===== config.mk =====
export PLATFORM = sky130hd
export DESIGN_NAME = tdcd_cfg_bank
export DESIGN_NICKNAME = d
export VERILOG_FILES = /design/src/verilog/tdcd_cfg_bank.v /design/src/verilog/tdcd_dly_sel.v
export VERILOG_INCLUDE_DIRS = /design/src /design/src/verilog
export SDC_FILE = /design/constraint.sdc
export NUM_CORES = 1
export LEC_CHECK = 0
export ABC_AREA = 1
export BUFFER_PORTS_ARGS = -buffer_cell sky130_fd_sc_hd__buf_4
export CAP_MARGIN = 40
export CORE_ASPECT_RATIO = 0.75
export CORE_MARGIN = 8
export CORE_UTILIZATION = 53
export CTS_BUF_LIST = sky130_fd_sc_hd__clkbuf_8 sky130_fd_sc_hd__clkbuf_16
export DETAILED_ROUTE_END_ITERATION = 6
export PLACE_DENSITY = 0.81
export SYNTH_ARGS = -nofsm -noshare
export SYNTH_HDL_FRONTEND = slang
export SYNTH_SLANG_ARGS = --single-unit

===== constraint.sdc =====
create_clock -name CORE_CLK -period 3.5 [get_ports CORE_CLK]
set_input_delay 0.35 -clock CORE_CLK [delete_from_list [all_inputs] [get_ports CORE_CLK]]
set_output_delay 0.35 -clock CORE_CLK [all_outputs]
set_load 0.1 [all_outputs]

===== src/verilog/tdcd_defs.vh =====
// constants for the measurement-channel delay configuration bank
// assumes byte addressing, each register at the base plus its own offset
`ifndef TDCD_DEFS_VH
`define TDCD_DEFS_VH

// ==========================================================================
// address map
`define TDCD_AW 16
`define TDCD_BASE 16'h0B00
`define TDCD_IDX_FANOUT 8'h00
`define TDCD_IDX_MEAS 8'h04
`define TDCD_IDX_MDIV 8'h08
`define TDCD_IDX_FBDIV 8'h0C
`define TDCD_IDX_MCTRL 8'h10
`define TDCD_IDX_QCNT 8'h11
`define TDCD_IDX_QCTRL 8'h12
`define TDCD_IDX_QREQ 8'h2F
`define TDCD_IDX_QVAL_LO 8'h30
`define TDCD_IDX_QVAL_HI 8'h31
`define TDCD_IDX_QSTS 8'h38
`define TDCD_IDX_QEVT 8'h39

// ==========================================================================
// fanout / delay register fields
`define TDCD_SFINE_HI 28
`define TDCD_SFINE_LO 27
`define TDCD_SCRS_HI 26
`define TDCD_SCRS_LO 25
`define TDCD_SBYP 24
`define TDCD_CFINE_HI 20
`define TDCD_CFINE_LO 19
`define TDCD_CCRS_HI 18
`define TDCD_CCRS_LO 17
`define TDCD_CBYP 16
`define TDCD_CMUX_HI 15
`define TDCD_CMUX_LO 12
`define TDCD_SIG2_HI 11
`define TDCD_SIG2_LO 8
`define TDCD_SIG1_HI 7
`define TDCD_SIG1_LO 4
`define TDCD_FAN_HI 2
`define TDCD_FAN_LO 0
`define TDCD_NEG_BIT 1
`define TDCD_MODE_BIT 0

// ==========================================================================
// reset values
`define TDCD_RST_FINE 2'h0
`define TDCD_RST_COARSE 2'h1
`define TDCD_RST_BYP 1'h1
`define TDCD_RST_CMUX 4'h3
`define TDCD_CMUX_TIMEREF 4'h3
`define TDCD_RST_SIG2 4'h0
`define TDCD_RST_SIG1 4'h5
`define TDCD_RST_FAN 3'h0

// ==========================================================================
// delay figures in picoseconds
`define TDCD_DW 12
`define TDCD_FINE_STEP_PS 12'h019
`define TDCD_EXTRA_PS 12'h04B
`define TDCD_TRIM_PS 12'h078
`define TDCD_CODE_LOOP 2'h0
`define TDCD_CODE_INPUT 2'h1
`define TDCD_CODE_PLUS 2'h2
`define TDCD_CODE_MINUS 2'h3

`endif


===== src/verilog/tdcd_cfg_bank.v =====
// configuration bank for the time-sync measurement channel: register
// storage, address decode and the two delay-trim selections
// assumes a single-cycle strobe master on CORE_CLK that never waits
`timescale 1ns/10ps
`default_nettype none
`include "tdcd_defs.vh"

module tdcd_cfg_bank #(
   parameter [11:0] SYNC_LOOP_PS = 12'h3E8,
   parameter [11:0] SYNC_INPUT_PS = 12'h1F4,
   parameter [11:0] CLK_LOOP_PS = 12'h3E8,
   parameter [11:0] CLK_INPUT_PS = 12'h1F4
) (
   input wire CORE_CLK,
   input wire RESETN,
   input wire CE,
   input wire [15:0] ADDR,
   input wire [31:0] WDATA,
   input wire WR,
   input wire RD,
   output reg [31:0] RDATA,
   output wire [11:0] SYNC_DLY_PS,
   output wire [11:0] CLK_DLY_PS,
   output wire [1:0] SYNC_FINE_SEL,
   output wire [1:0] SYNC_COARSE_SEL,
   output wire SYNC_BYPASS,
   output wire [1:0] CLK_FINE_SEL,
   output wire [1:0] CLK_COARSE_SEL,
   output wire CLK_BYPASS,
   output wire [3:0] COARSE_CLK_SEL,
   output reg COARSE_SEL_BAD,
   output wire [3:0] SIG1_SEL,
   output wire [3:0] SIG2_SEL,
   output wire [2:0] FANOUT_EN,
   output wire MEAS_NEG_EN,
   output wire MEAS_ONESHOT,
   output wire [31:0] MEAS_DIV_CFG,
   output wire [31:0] FB_DIV_CFG,
   output wire [7:0] MEAS_CTRL,
   output wire [7:0] QCOUNT_CTRL,
   output wire [7:0] QUEUE_CTRL,
   output wire [7:0] QREAD_REQ
);

   // ========================================================================
   // address decode

   // a hit needs the full byte address, base plus offset, so an address
   // inside a wider register never aliases onto it
   function hit;
      input [15:0] addr;
      input [7:0] idx;
      begin
         hit = (addr == (`TDCD_BASE + {8'h00, idx}));
      end
   endfunction

   wire wr_en = WR & CE;
   wire rd_en = RD & CE;

   // ========================================================================
   // fanout / delay register fields
   reg [1:0] sync_fine_r;
   reg [1:0] sync_coarse_r;
   reg sync_byp_r;
   reg [1:0] clk_fine_r;
   reg [1:0] clk_coarse_r;
   reg clk_byp_r;
   reg [3:0] cmux_r;
   reg [3:0] sig2_r;
   reg [3:0] sig1_r;
   reg [2:0] fan_en_r;

   // reserved ranges have no storage, so writes to them go nowhere
   always @(posedge CORE_CLK) begin
      if (!RESETN) begin
         sync_fine_r <= `TDCD_RST_FINE;
         sync_coarse_r <= `TDCD_RST_COARSE;
         sync_byp_r <= `TDCD_RST_BYP;
         clk_fine_r <= `TDCD_RST_FINE;
         clk_coarse_r <= `TDCD_RST_COARSE;
         clk_byp_r <= `TDCD_RST_BYP;
         cmux_r <= `TDCD_RST_CMUX;
         sig2_r <= `TDCD_RST_SIG2;
         sig1_r <= `TDCD_RST_SIG1;
         fan_en_r <= `TDCD_RST_FAN;
      end else if (wr_en && hit(ADDR, `TDCD_IDX_FANOUT)) begin
         sync_fine_r <= WDATA[`TDCD_SFINE_HI:`TDCD_SFINE_LO];
         sync_coarse_r <= WDATA[`TDCD_SCRS_HI:`TDCD_SCRS_LO];
         sync_byp_r <= WDATA[`TDCD_SBYP];
         clk_fine_r <= WDATA[`TDCD_CFINE_HI:`TDCD_CFINE_LO];
         clk_coarse_r <= WDATA[`TDCD_CCRS_HI:`TDCD_CCRS_LO];
         clk_byp_r <= WDATA[`TDCD_CBYP];
         cmux_r <= WDATA[`TDCD_CMUX_HI:`TDCD_CMUX_LO];
         sig2_r <= WDATA[`TDCD_SIG2_HI:`TDCD_SIG2_LO];
         sig1_r <= WDATA[`TDCD_SIG1_HI:`TDCD_SIG1_LO];
         fan_en_r <= WDATA[`TDCD_FAN_HI:`TDCD_FAN_LO];
      end
   end

   // ========================================================================
   // coarse clock source check

   // the mux is stored as written; only the flag tells of a reserved code,
   // because software owns this choice and the bank must not overrule it
   always @(posedge CORE_CLK) begin
      if (!RESETN) begin
         COARSE_SEL_BAD <= 1'b0;
      end else if (CE) begin
         COARSE_SEL_BAD <= (cmux_r != `TDCD_CMUX_TIMEREF);
      end
   end

   // ========================================================================
   // measurement configuration
   reg meas_neg_r;
   reg meas_mode_r;

   // negative results allowed, and one-shot versus continuous
   always @(posedge CORE_CLK) begin
      if (!RESETN) begin
         meas_neg_r <= 1'b0;
         meas_mode_r <= 1'b0;
      end else if (wr_en && hit(ADDR, `TDCD_IDX_MEAS)) begin
         meas_neg_r <= WDATA[`TDCD_NEG_BIT];
         meas_mode_r <= WDATA[`TDCD_MODE_BIT];
      end
   end

   // ========================================================================
   // divider words
   reg [31:0] mdiv_r;
   reg [31:0] fbdiv_r;

   // layouts unknown here, so the full word is held and passed on
   always @(posedge CORE_CLK) begin
      if (!RESETN) begin
         mdiv_r <= 32'h00000000;
         fbdiv_r <= 32'h00000000;
      end else if (wr_en) begin
         if (hit(ADDR, `TDCD_IDX_MDIV)) begin
            mdiv_r <= WDATA;
         end else if (hit(ADDR, `TDCD_IDX_FBDIV)) begin
            fbdiv_r <= WDATA;
         end
      end
   end

   // ========================================================================
   // byte-wide control registers
   localparam NBYTE = 4;

   // index of each byte register, in order of the output ports
   function [7:0] byte_idx;
      input integer i;
      begin
         case (i)
            0: byte_idx = `TDCD_IDX_MCTRL;
            1: byte_idx = `TDCD_IDX_QCNT;
            2: byte_idx = `TDCD_IDX_QCTRL;
            default: byte_idx = `TDCD_IDX_QREQ;
         endcase
      end
   endfunction

   reg [7:0] byte_r [0:NBYTE-1];
   wire [NBYTE-1:0] byte_hit;

   // one identical slice per byte register; bits above 7 are dropped
   genvar g;
   generate
      for (g = 0; g < NBYTE; g = g + 1) begin : g_byte
         assign byte_hit[g] = hit(ADDR, byte_idx(g));
         always @(posedge CORE_CLK) begin
            if (!RESETN) begin
               byte_r[g] <= 8'h00;
            end else if (wr_en && byte_hit[g]) begin
               byte_r[g] <= WDATA[7:0];
            end
         end
      end
   endgenerate

   // ========================================================================
   // read-back

   // whole fanout word with reserved ranges forced to zero
   wire [31:0] fanout_word = {
      3'h0,
      sync_fine_r, sync_coarse_r, sync_byp_r,
      3'h0,
      clk_fine_r, clk_coarse_r, clk_byp_r,
      cmux_r, sig2_r, sig1_r,
      1'b0, fan_en_r
   };

   reg [31:0] rd_nxt;

   // queue value, status and event words belong to the converter, which
   // is not in this bank, so they read zero like any unmapped address
   always @* begin
      rd_nxt = 32'h00000000;
      if (!rd_en) begin
         rd_nxt = 32'h00000000;
      end else if (hit(ADDR, `TDCD_IDX_FANOUT)) begin
         rd_nxt = fanout_word;
      end else if (hit(ADDR, `TDCD_IDX_MEAS)) begin
         rd_nxt = {30'h00000000, meas_neg_r, meas_mode_r};
      end else if (hit(ADDR, `TDCD_IDX_MDIV)) begin
         rd_nxt = mdiv_r;
      end else if (hit(ADDR, `TDCD_IDX_FBDIV)) begin
         rd_nxt = fbdiv_r;
      end else if (byte_hit[0]) begin
         rd_nxt = {24'h000000, byte_r[0]};
      end else if (byte_hit[1]) begin
         rd_nxt = {24'h000000, byte_r[1]};
      end else if (byte_hit[2]) begin
         rd_nxt = {24'h000000, byte_r[2]};
      end else if (byte_hit[3]) begin
         rd_nxt = {24'h000000, byte_r[3]};
      end
   end

   // read data stand for one cycle only, zero otherwise; a frozen clock
   // enable holds the last value rather than clearing it
   always @(posedge CORE_CLK) begin
      if (!RESETN) begin
         RDATA <= 32'h00000000;
      end else if (CE) begin
         RDATA <= rd_nxt;
      end
   end

   // ========================================================================
   // delay-trim paths

   // sync path: code 2 adds on top of the input-path base
   tdcd_dly_sel #(
      .LOOP_PS(SYNC_LOOP_PS),
      .INPUT_PS(SYNC_INPUT_PS),
      .PLUS_FROM_LOOP(0)
   ) u_sync_dly (
      .clk(CORE_CLK),
      .rst_n(RESETN),
      .ce(CE),
      .fine(sync_fine_r),
      .coarse(sync_coarse_r),
      .byp(sync_byp_r),
      .dly_ps_r(SYNC_DLY_PS)
   );

   // clock path: code 2 adds on top of the loopback base
   tdcd_dly_sel #(
      .LOOP_PS(CLK_LOOP_PS),
      .INPUT_PS(CLK_INPUT_PS),
      .PLUS_FROM_LOOP(1)
   ) u_clk_dly (
      .clk(CORE_CLK),
      .rst_n(RESETN),
      .ce(CE),
      .fine(clk_fine_r),
      .coarse(clk_coarse_r),
      .byp(clk_byp_r),
      .dly_ps_r(CLK_DLY_PS)
   );

   // ========================================================================
   // field outputs, straight from the storage flops
   assign SYNC_FINE_SEL = sync_fine_r;
   assign SYNC_COARSE_SEL = sync_coarse_r;
   assign SYNC_BYPASS = sync_byp_r;
   assign CLK_FINE_SEL = clk_fine_r;
   assign CLK_COARSE_SEL = clk_coarse_r;
   assign CLK_BYPASS = clk_byp_r;
   assign COARSE_CLK_SEL = cmux_r;
   assign SIG1_SEL = sig1_r;
   assign SIG2_SEL = sig2_r;
   assign FANOUT_EN = fan_en_r;
   assign MEAS_NEG_EN = meas_neg_r;
   assign MEAS_ONESHOT = meas_mode_r;
   assign MEAS_DIV_CFG = mdiv_r;
   assign FB_DIV_CFG = fbdiv_r;
   assign MEAS_CTRL = byte_r[0];
   assign QCOUNT_CTRL = byte_r[1];
   assign QUEUE_CTRL = byte_r[2];
   assign QREAD_REQ = byte_r[3];

endmodule // tdcd_cfg_bank

`default_nettype wire


===== src/verilog/tdcd_dly_sel.v =====
// one delay-trim path: turns fine, coarse and bypass settings into the
// total inserted delay in picoseconds, registered
// assumes the path base delays are given as parameters by the caller
`timescale 1ns/10ps
`default_nettype none
`include "tdcd_defs.vh"

module tdcd_dly_sel #(
   parameter [11:0] LOOP_PS = 12'h3E8,
   parameter [11:0] INPUT_PS = 12'h1F4,
   parameter PLUS_FROM_LOOP = 0
) (
   input wire clk,
   input wire rst_n,
   input wire ce,
   input wire [1:0] fine,
   input wire [1:0] coarse,
   input wire byp,
   output reg [11:0] dly_ps_r
);

   // ========================================================================
   // delay decode
   reg [11:0] base_ps;
   reg [11:0] fine_ps;
   reg [11:0] dly_ps_nxt;

   // coarse code picks a matched path, fine adds whole steps on top
   always @* begin
      case (coarse)
         `TDCD_CODE_LOOP: base_ps = LOOP_PS;
         `TDCD_CODE_INPUT: base_ps = INPUT_PS;
         `TDCD_CODE_PLUS: begin
            // the two paths differ in which base the extra rides on
            if (PLUS_FROM_LOOP != 0) begin
               base_ps = LOOP_PS + `TDCD_EXTRA_PS;
            end else begin
               base_ps = INPUT_PS + `TDCD_EXTRA_PS;
            end
         end
         default: base_ps = INPUT_PS - `TDCD_TRIM_PS;
      endcase
      fine_ps = `TDCD_FINE_STEP_PS * {10'h000, fine};
      if (byp) begin
         dly_ps_nxt = 12'h000;
      end else begin
         dly_ps_nxt = base_ps + fine_ps;
      end
   end

   // register the result so the trim sees a clean value
   always @(posedge clk) begin
      if (!rst_n) begin
         dly_ps_r <= 12'h000;
      end else if (ce) begin
         dly_ps_r <= dly_ps_nxt;
      end
   end

endmodule // tdcd_dly_sel

`default_nettype wire


==> run summary <==
RSZ-0062 raised after global routing -> no
Initial Util -> 0.5440
die width -> 160.6 um
maximum VDD drop -> 0.0003543 V
area of the multi-input gates -> 3565 um2
Max clock buf depth -> 2
fin util -> 0.7076
crit path time final -> 2.831 ns
Clock transition at path regs -> 0.07 ns
cells along the critical path -> inv_1, ha_1, inv_1, ha_1, inv_1, ha_1, fa_1, nand2_1, o21ai_0, and2_1, nor2_1, o21ai_0, nand2_1, inv_1, nor2_1, o21ai_0, a21oi_1
Post-synth ARST share -> 0
final worst path period share -> 0.8089
HPWL after detailed placement -> 20,730 um
buffers and inverters on the worst path -> 4
register area -> 3904 um2
CP max-delay cell -> fa_1
Largest delay share family, worst path -> adder cells
Critical Path Fanout Max -> 6
fillers -> 1,206
kind of critical path -> register to register
crit start category -> register
Finished Layout Cells -> 1,472
# setup viols final -> 0
ranking of synthesized cells by area -> dfxtp_1 (35%), edfxtp_1 (12%), a21oi_1 (9.3%)
Nets -> 1,334
Die ar. -> 19,980 um2
Pwr per Cell Area -> 414.5 nW/um2
f_max -> 0.3532 GHz
first-pass GRT wire length -> 43,840 um
Placer Congestion -> 0.9618
CP endpoint -> u_clk_dly.dly_ps_r[7]
Final Hold Viols -> 0
R2R cell count -> 17
Syn Area/Cell -> 7.981 um2
TNS Setup -> 0 ns
data arrival time of the worst path -> 3.20 ns
synthesis-to-layout area growth -> 30.09%
GRT Total Usage -> 0.2746
Worst-Margin Slew -> 0.9799 ns
clk root buf -> clkbuf_16
Total Wirelength -> 28,190 um
CP Capture Type -> register
DR pass1 iterations -> 5
Seq/Total Area, Yosys -> 0.4699
Die H -> 124.4 um
CP max stage delay -> 0.41 ns
H-Tree Depth -> 4
Final Max Slew Viols -> 0
hold crit path type -> input pin to register
R2R setup slack -> 0.67 ns
leakage dissipation -> 4.702 nW
Reg-to-Reg Start -> CLK_COARSE_SEL[0]
IO buf count -> 231
WP depth -> 17
post-CTS sizing -> 0
TritonCTS Buffers -> 17
Yosys cell types -> 42
WHS -> 0.1553 ns
total gr overflow -> 0
Critical Path Most Common Cell -> inv_1
Sink Count -> 179
initial drt markers -> 1,026
Yosys top cell area share -> 0.3542
antenna violations before repair -> 0
core region area -> 15,270 um2
setup bufs post-CTS -> 0
share of post-route cells with drive strength above 1 -> 0.2541
Synth Flop Type -> dfxtp_1
Design Area, Final -> 10,810 um2
placement-stage cell area -> 10,190 um2
worst clock skew -> 0.01130 ns
Cells after DPL -> 1,440
area leader, netlist -> dfxtp_1
vias in the first global route -> 7,641
ANT cells -> 0
Rel. slew slack -> 0.3443
Seq cells post-synth -> 179
hold buffer count at CTS -> 0
post-DR wirelength/cell -> 19.15 um
status -> finished, final reports clean
Max-Cap Viols -> 0
post-synthesis instance area -> 8308 um2
syn_nets -> 1,121
FP Rows -> 39
Clk Latency, worst-skew pair -> 0.44 ns
largest net degree at the start of global routing -> 48
Post-synth EDFFs -> 32
CP required -> 3.86 ns
YS warnings -> 0
crit path from -> CLK_COARSE_SEL[0]
Synth Instances -> 1,041
CTS tree -> yes
IO Count -> 233
Via-to-Cell Ratio -> 5.544
ANT nets after route -> 0
DRC viols -> 0
Vias -> 8,161
RR Endpoint -> u_clk_dly.dly_ps_r[7]
==> worst min path at each step <==
| stage | startpoint | endpoint | slack [ns] | cells past startpoint |
|---|---|---|---|---|
| 2_1_floorplan | WDATA[17] | CLK_COARSE_SEL[0] | 0.48 | 2 |
| 3_3_place_gp | FB_DIV_CFG[11] | FB_DIV_CFG[11] | 0.45 | 2 |
| 3_5_place_dp | u_clk_dly.dly_ps_r[8] | u_clk_dly.dly_ps_r[8] | 0.46 | 2 |
| 4_1_cts | WDATA[24] | SYNC_BYPASS | 0.15 | 3 |
| 5_1_grt | WDATA[16] | CLK_BYPASS | 0.16 | 3 |
| 6_report | WDATA[16] | CLK_BYPASS | 0.16 | 3 |
==> synthesized netlist by cell type (8+ instances only) <==
master	instances
nand4_1	13
a21oi_1	154
edfxtp_1	32
o221ai_1	9
o22ai_1	15
dfxtp_1	147
buf_2	17
nor2_1	101
nand3_1	27
ha_1	23
clkbuf_1	28
a211oi_2	16
o211ai_1	8
o21ai_1	20
nand2_1	145
o21ai_0	84
inv_1	146
==> report_power, final <==
part / leakage (nW) / switching (W) / total [W] / internal [W]
Clock: 0.305 / 0.000825 / 0.00198 / 0.00115
Combinational: 2.91 / 0.000288 / 0.000376 / 0.0000877
Sequential: 1.49 / 0.0000126 / 0.00213 / 0.00211
Total: 4.70 / 0.00113 / 0.00448 / 0.00335
==> logic make-up (layout without fill, tap and decap cells) <==
| group | Yosys count | count (layout) | synth area share |
|---|---|---|---|
| compound gates | 321 | 321 | 0.2229 |
| fa+ha+maj | 27 | 27 | 0.04428 |
| buf+inv | 206 | 432 | 0.1014 |
| flops | 179 | 179 | 0.4699 |
| other cells | 1 | 1 | 0.0004514 |
| simple gates | 307 | 307 | 0.1611 |
==> cell type report <==
| class | count | share of cell area |
|---|---|---|
| Clock buffer | 21 | 0.04550 |
| Clock inverter | 11 | 0.01135 |
| Inverter | 151 | 0.05244 |
| Multi-Input combinational cell | 656 | 0.3298 |
| Sequential cell | 179 | 0.3612 |
| Tap cell | 205 | 0.02373 |
| Timing Repair Buffer | 249 | 0.1760 |
==> sequential cells by signal (all words and copies together) (netlist names), 2 cells and up <==
name,count
FB_DIV_CFG,32
RDATA,32
CLK_FINE_SEL,2
SYNC_COARSE_SEL,2
COARSE_CLK_SEL,4
FANOUT_EN,3
SIG1_SEL,4
MEAS_DIV_CFG,32
byte_r,32
SYNC_FINE_SEL,2
CLK_COARSE_SEL,2
SIG2_SEL,4
u_clk_dly.dly_ps_r,12
u_sync_dly.dly_ps_r,11
==> cell usage in the layout (no fill, tap or decap), types with 3 or more instances in the layout <==
cell type / count
a211oi_1: 4
a211oi_2: 16
a21oi_1: 154
a32o_1: 5
buf_4: 246
clkbuf_16: 18
clkbuf_8: 3
clkinv_2: 4
dfxtp_1: 147
edfxtp_1: 32
fa_1: 4
ha_1: 23
inv_1: 145
inv_2: 6
nand2_1: 145
nand2_2: 4
nand3_1: 27
nand4_1: 13
nor2_1: 100
nor2_4: 4
o211ai_1: 8
o21ai_0: 84
o21ai_1: 20
o221ai_1: 9
o22ai_1: 15
or2_2: 3
==> through the flow <==
step	setup WS (ns)	power (W)
3_3_place_gp	0.7967	0.002542
3_5_place_dp	0.7042	0.002544
5_1_grt	0.3358	0.004589
4_1_cts	0.6890	0.004486
2_1_floorplan	0.1659	0.002411
6_report	0.6689	0.004480
==> routing by layer <==
| layer | share of wire | track usage | vias up |
|---|---|---|---|
| met4 | 0.022 | 0.08169 | 0 |
| met3 | 0.10 | 0.07232 | 46 |
| met1 | 0.43 | 0.3915 | 3799 |
| met5 | 0 | 0 | - |
| met2 | 0.44 | 0.3979 | 422 |
| li1 | - | - | 3894 |
==> tightest hold or removal path, delay by kind of cell <==
kind	cells	cell delay (ns)
simple gates	2	0.12
buf+inv	1	0.09
No activity file was read; power rests on OpenSTA's default activity.
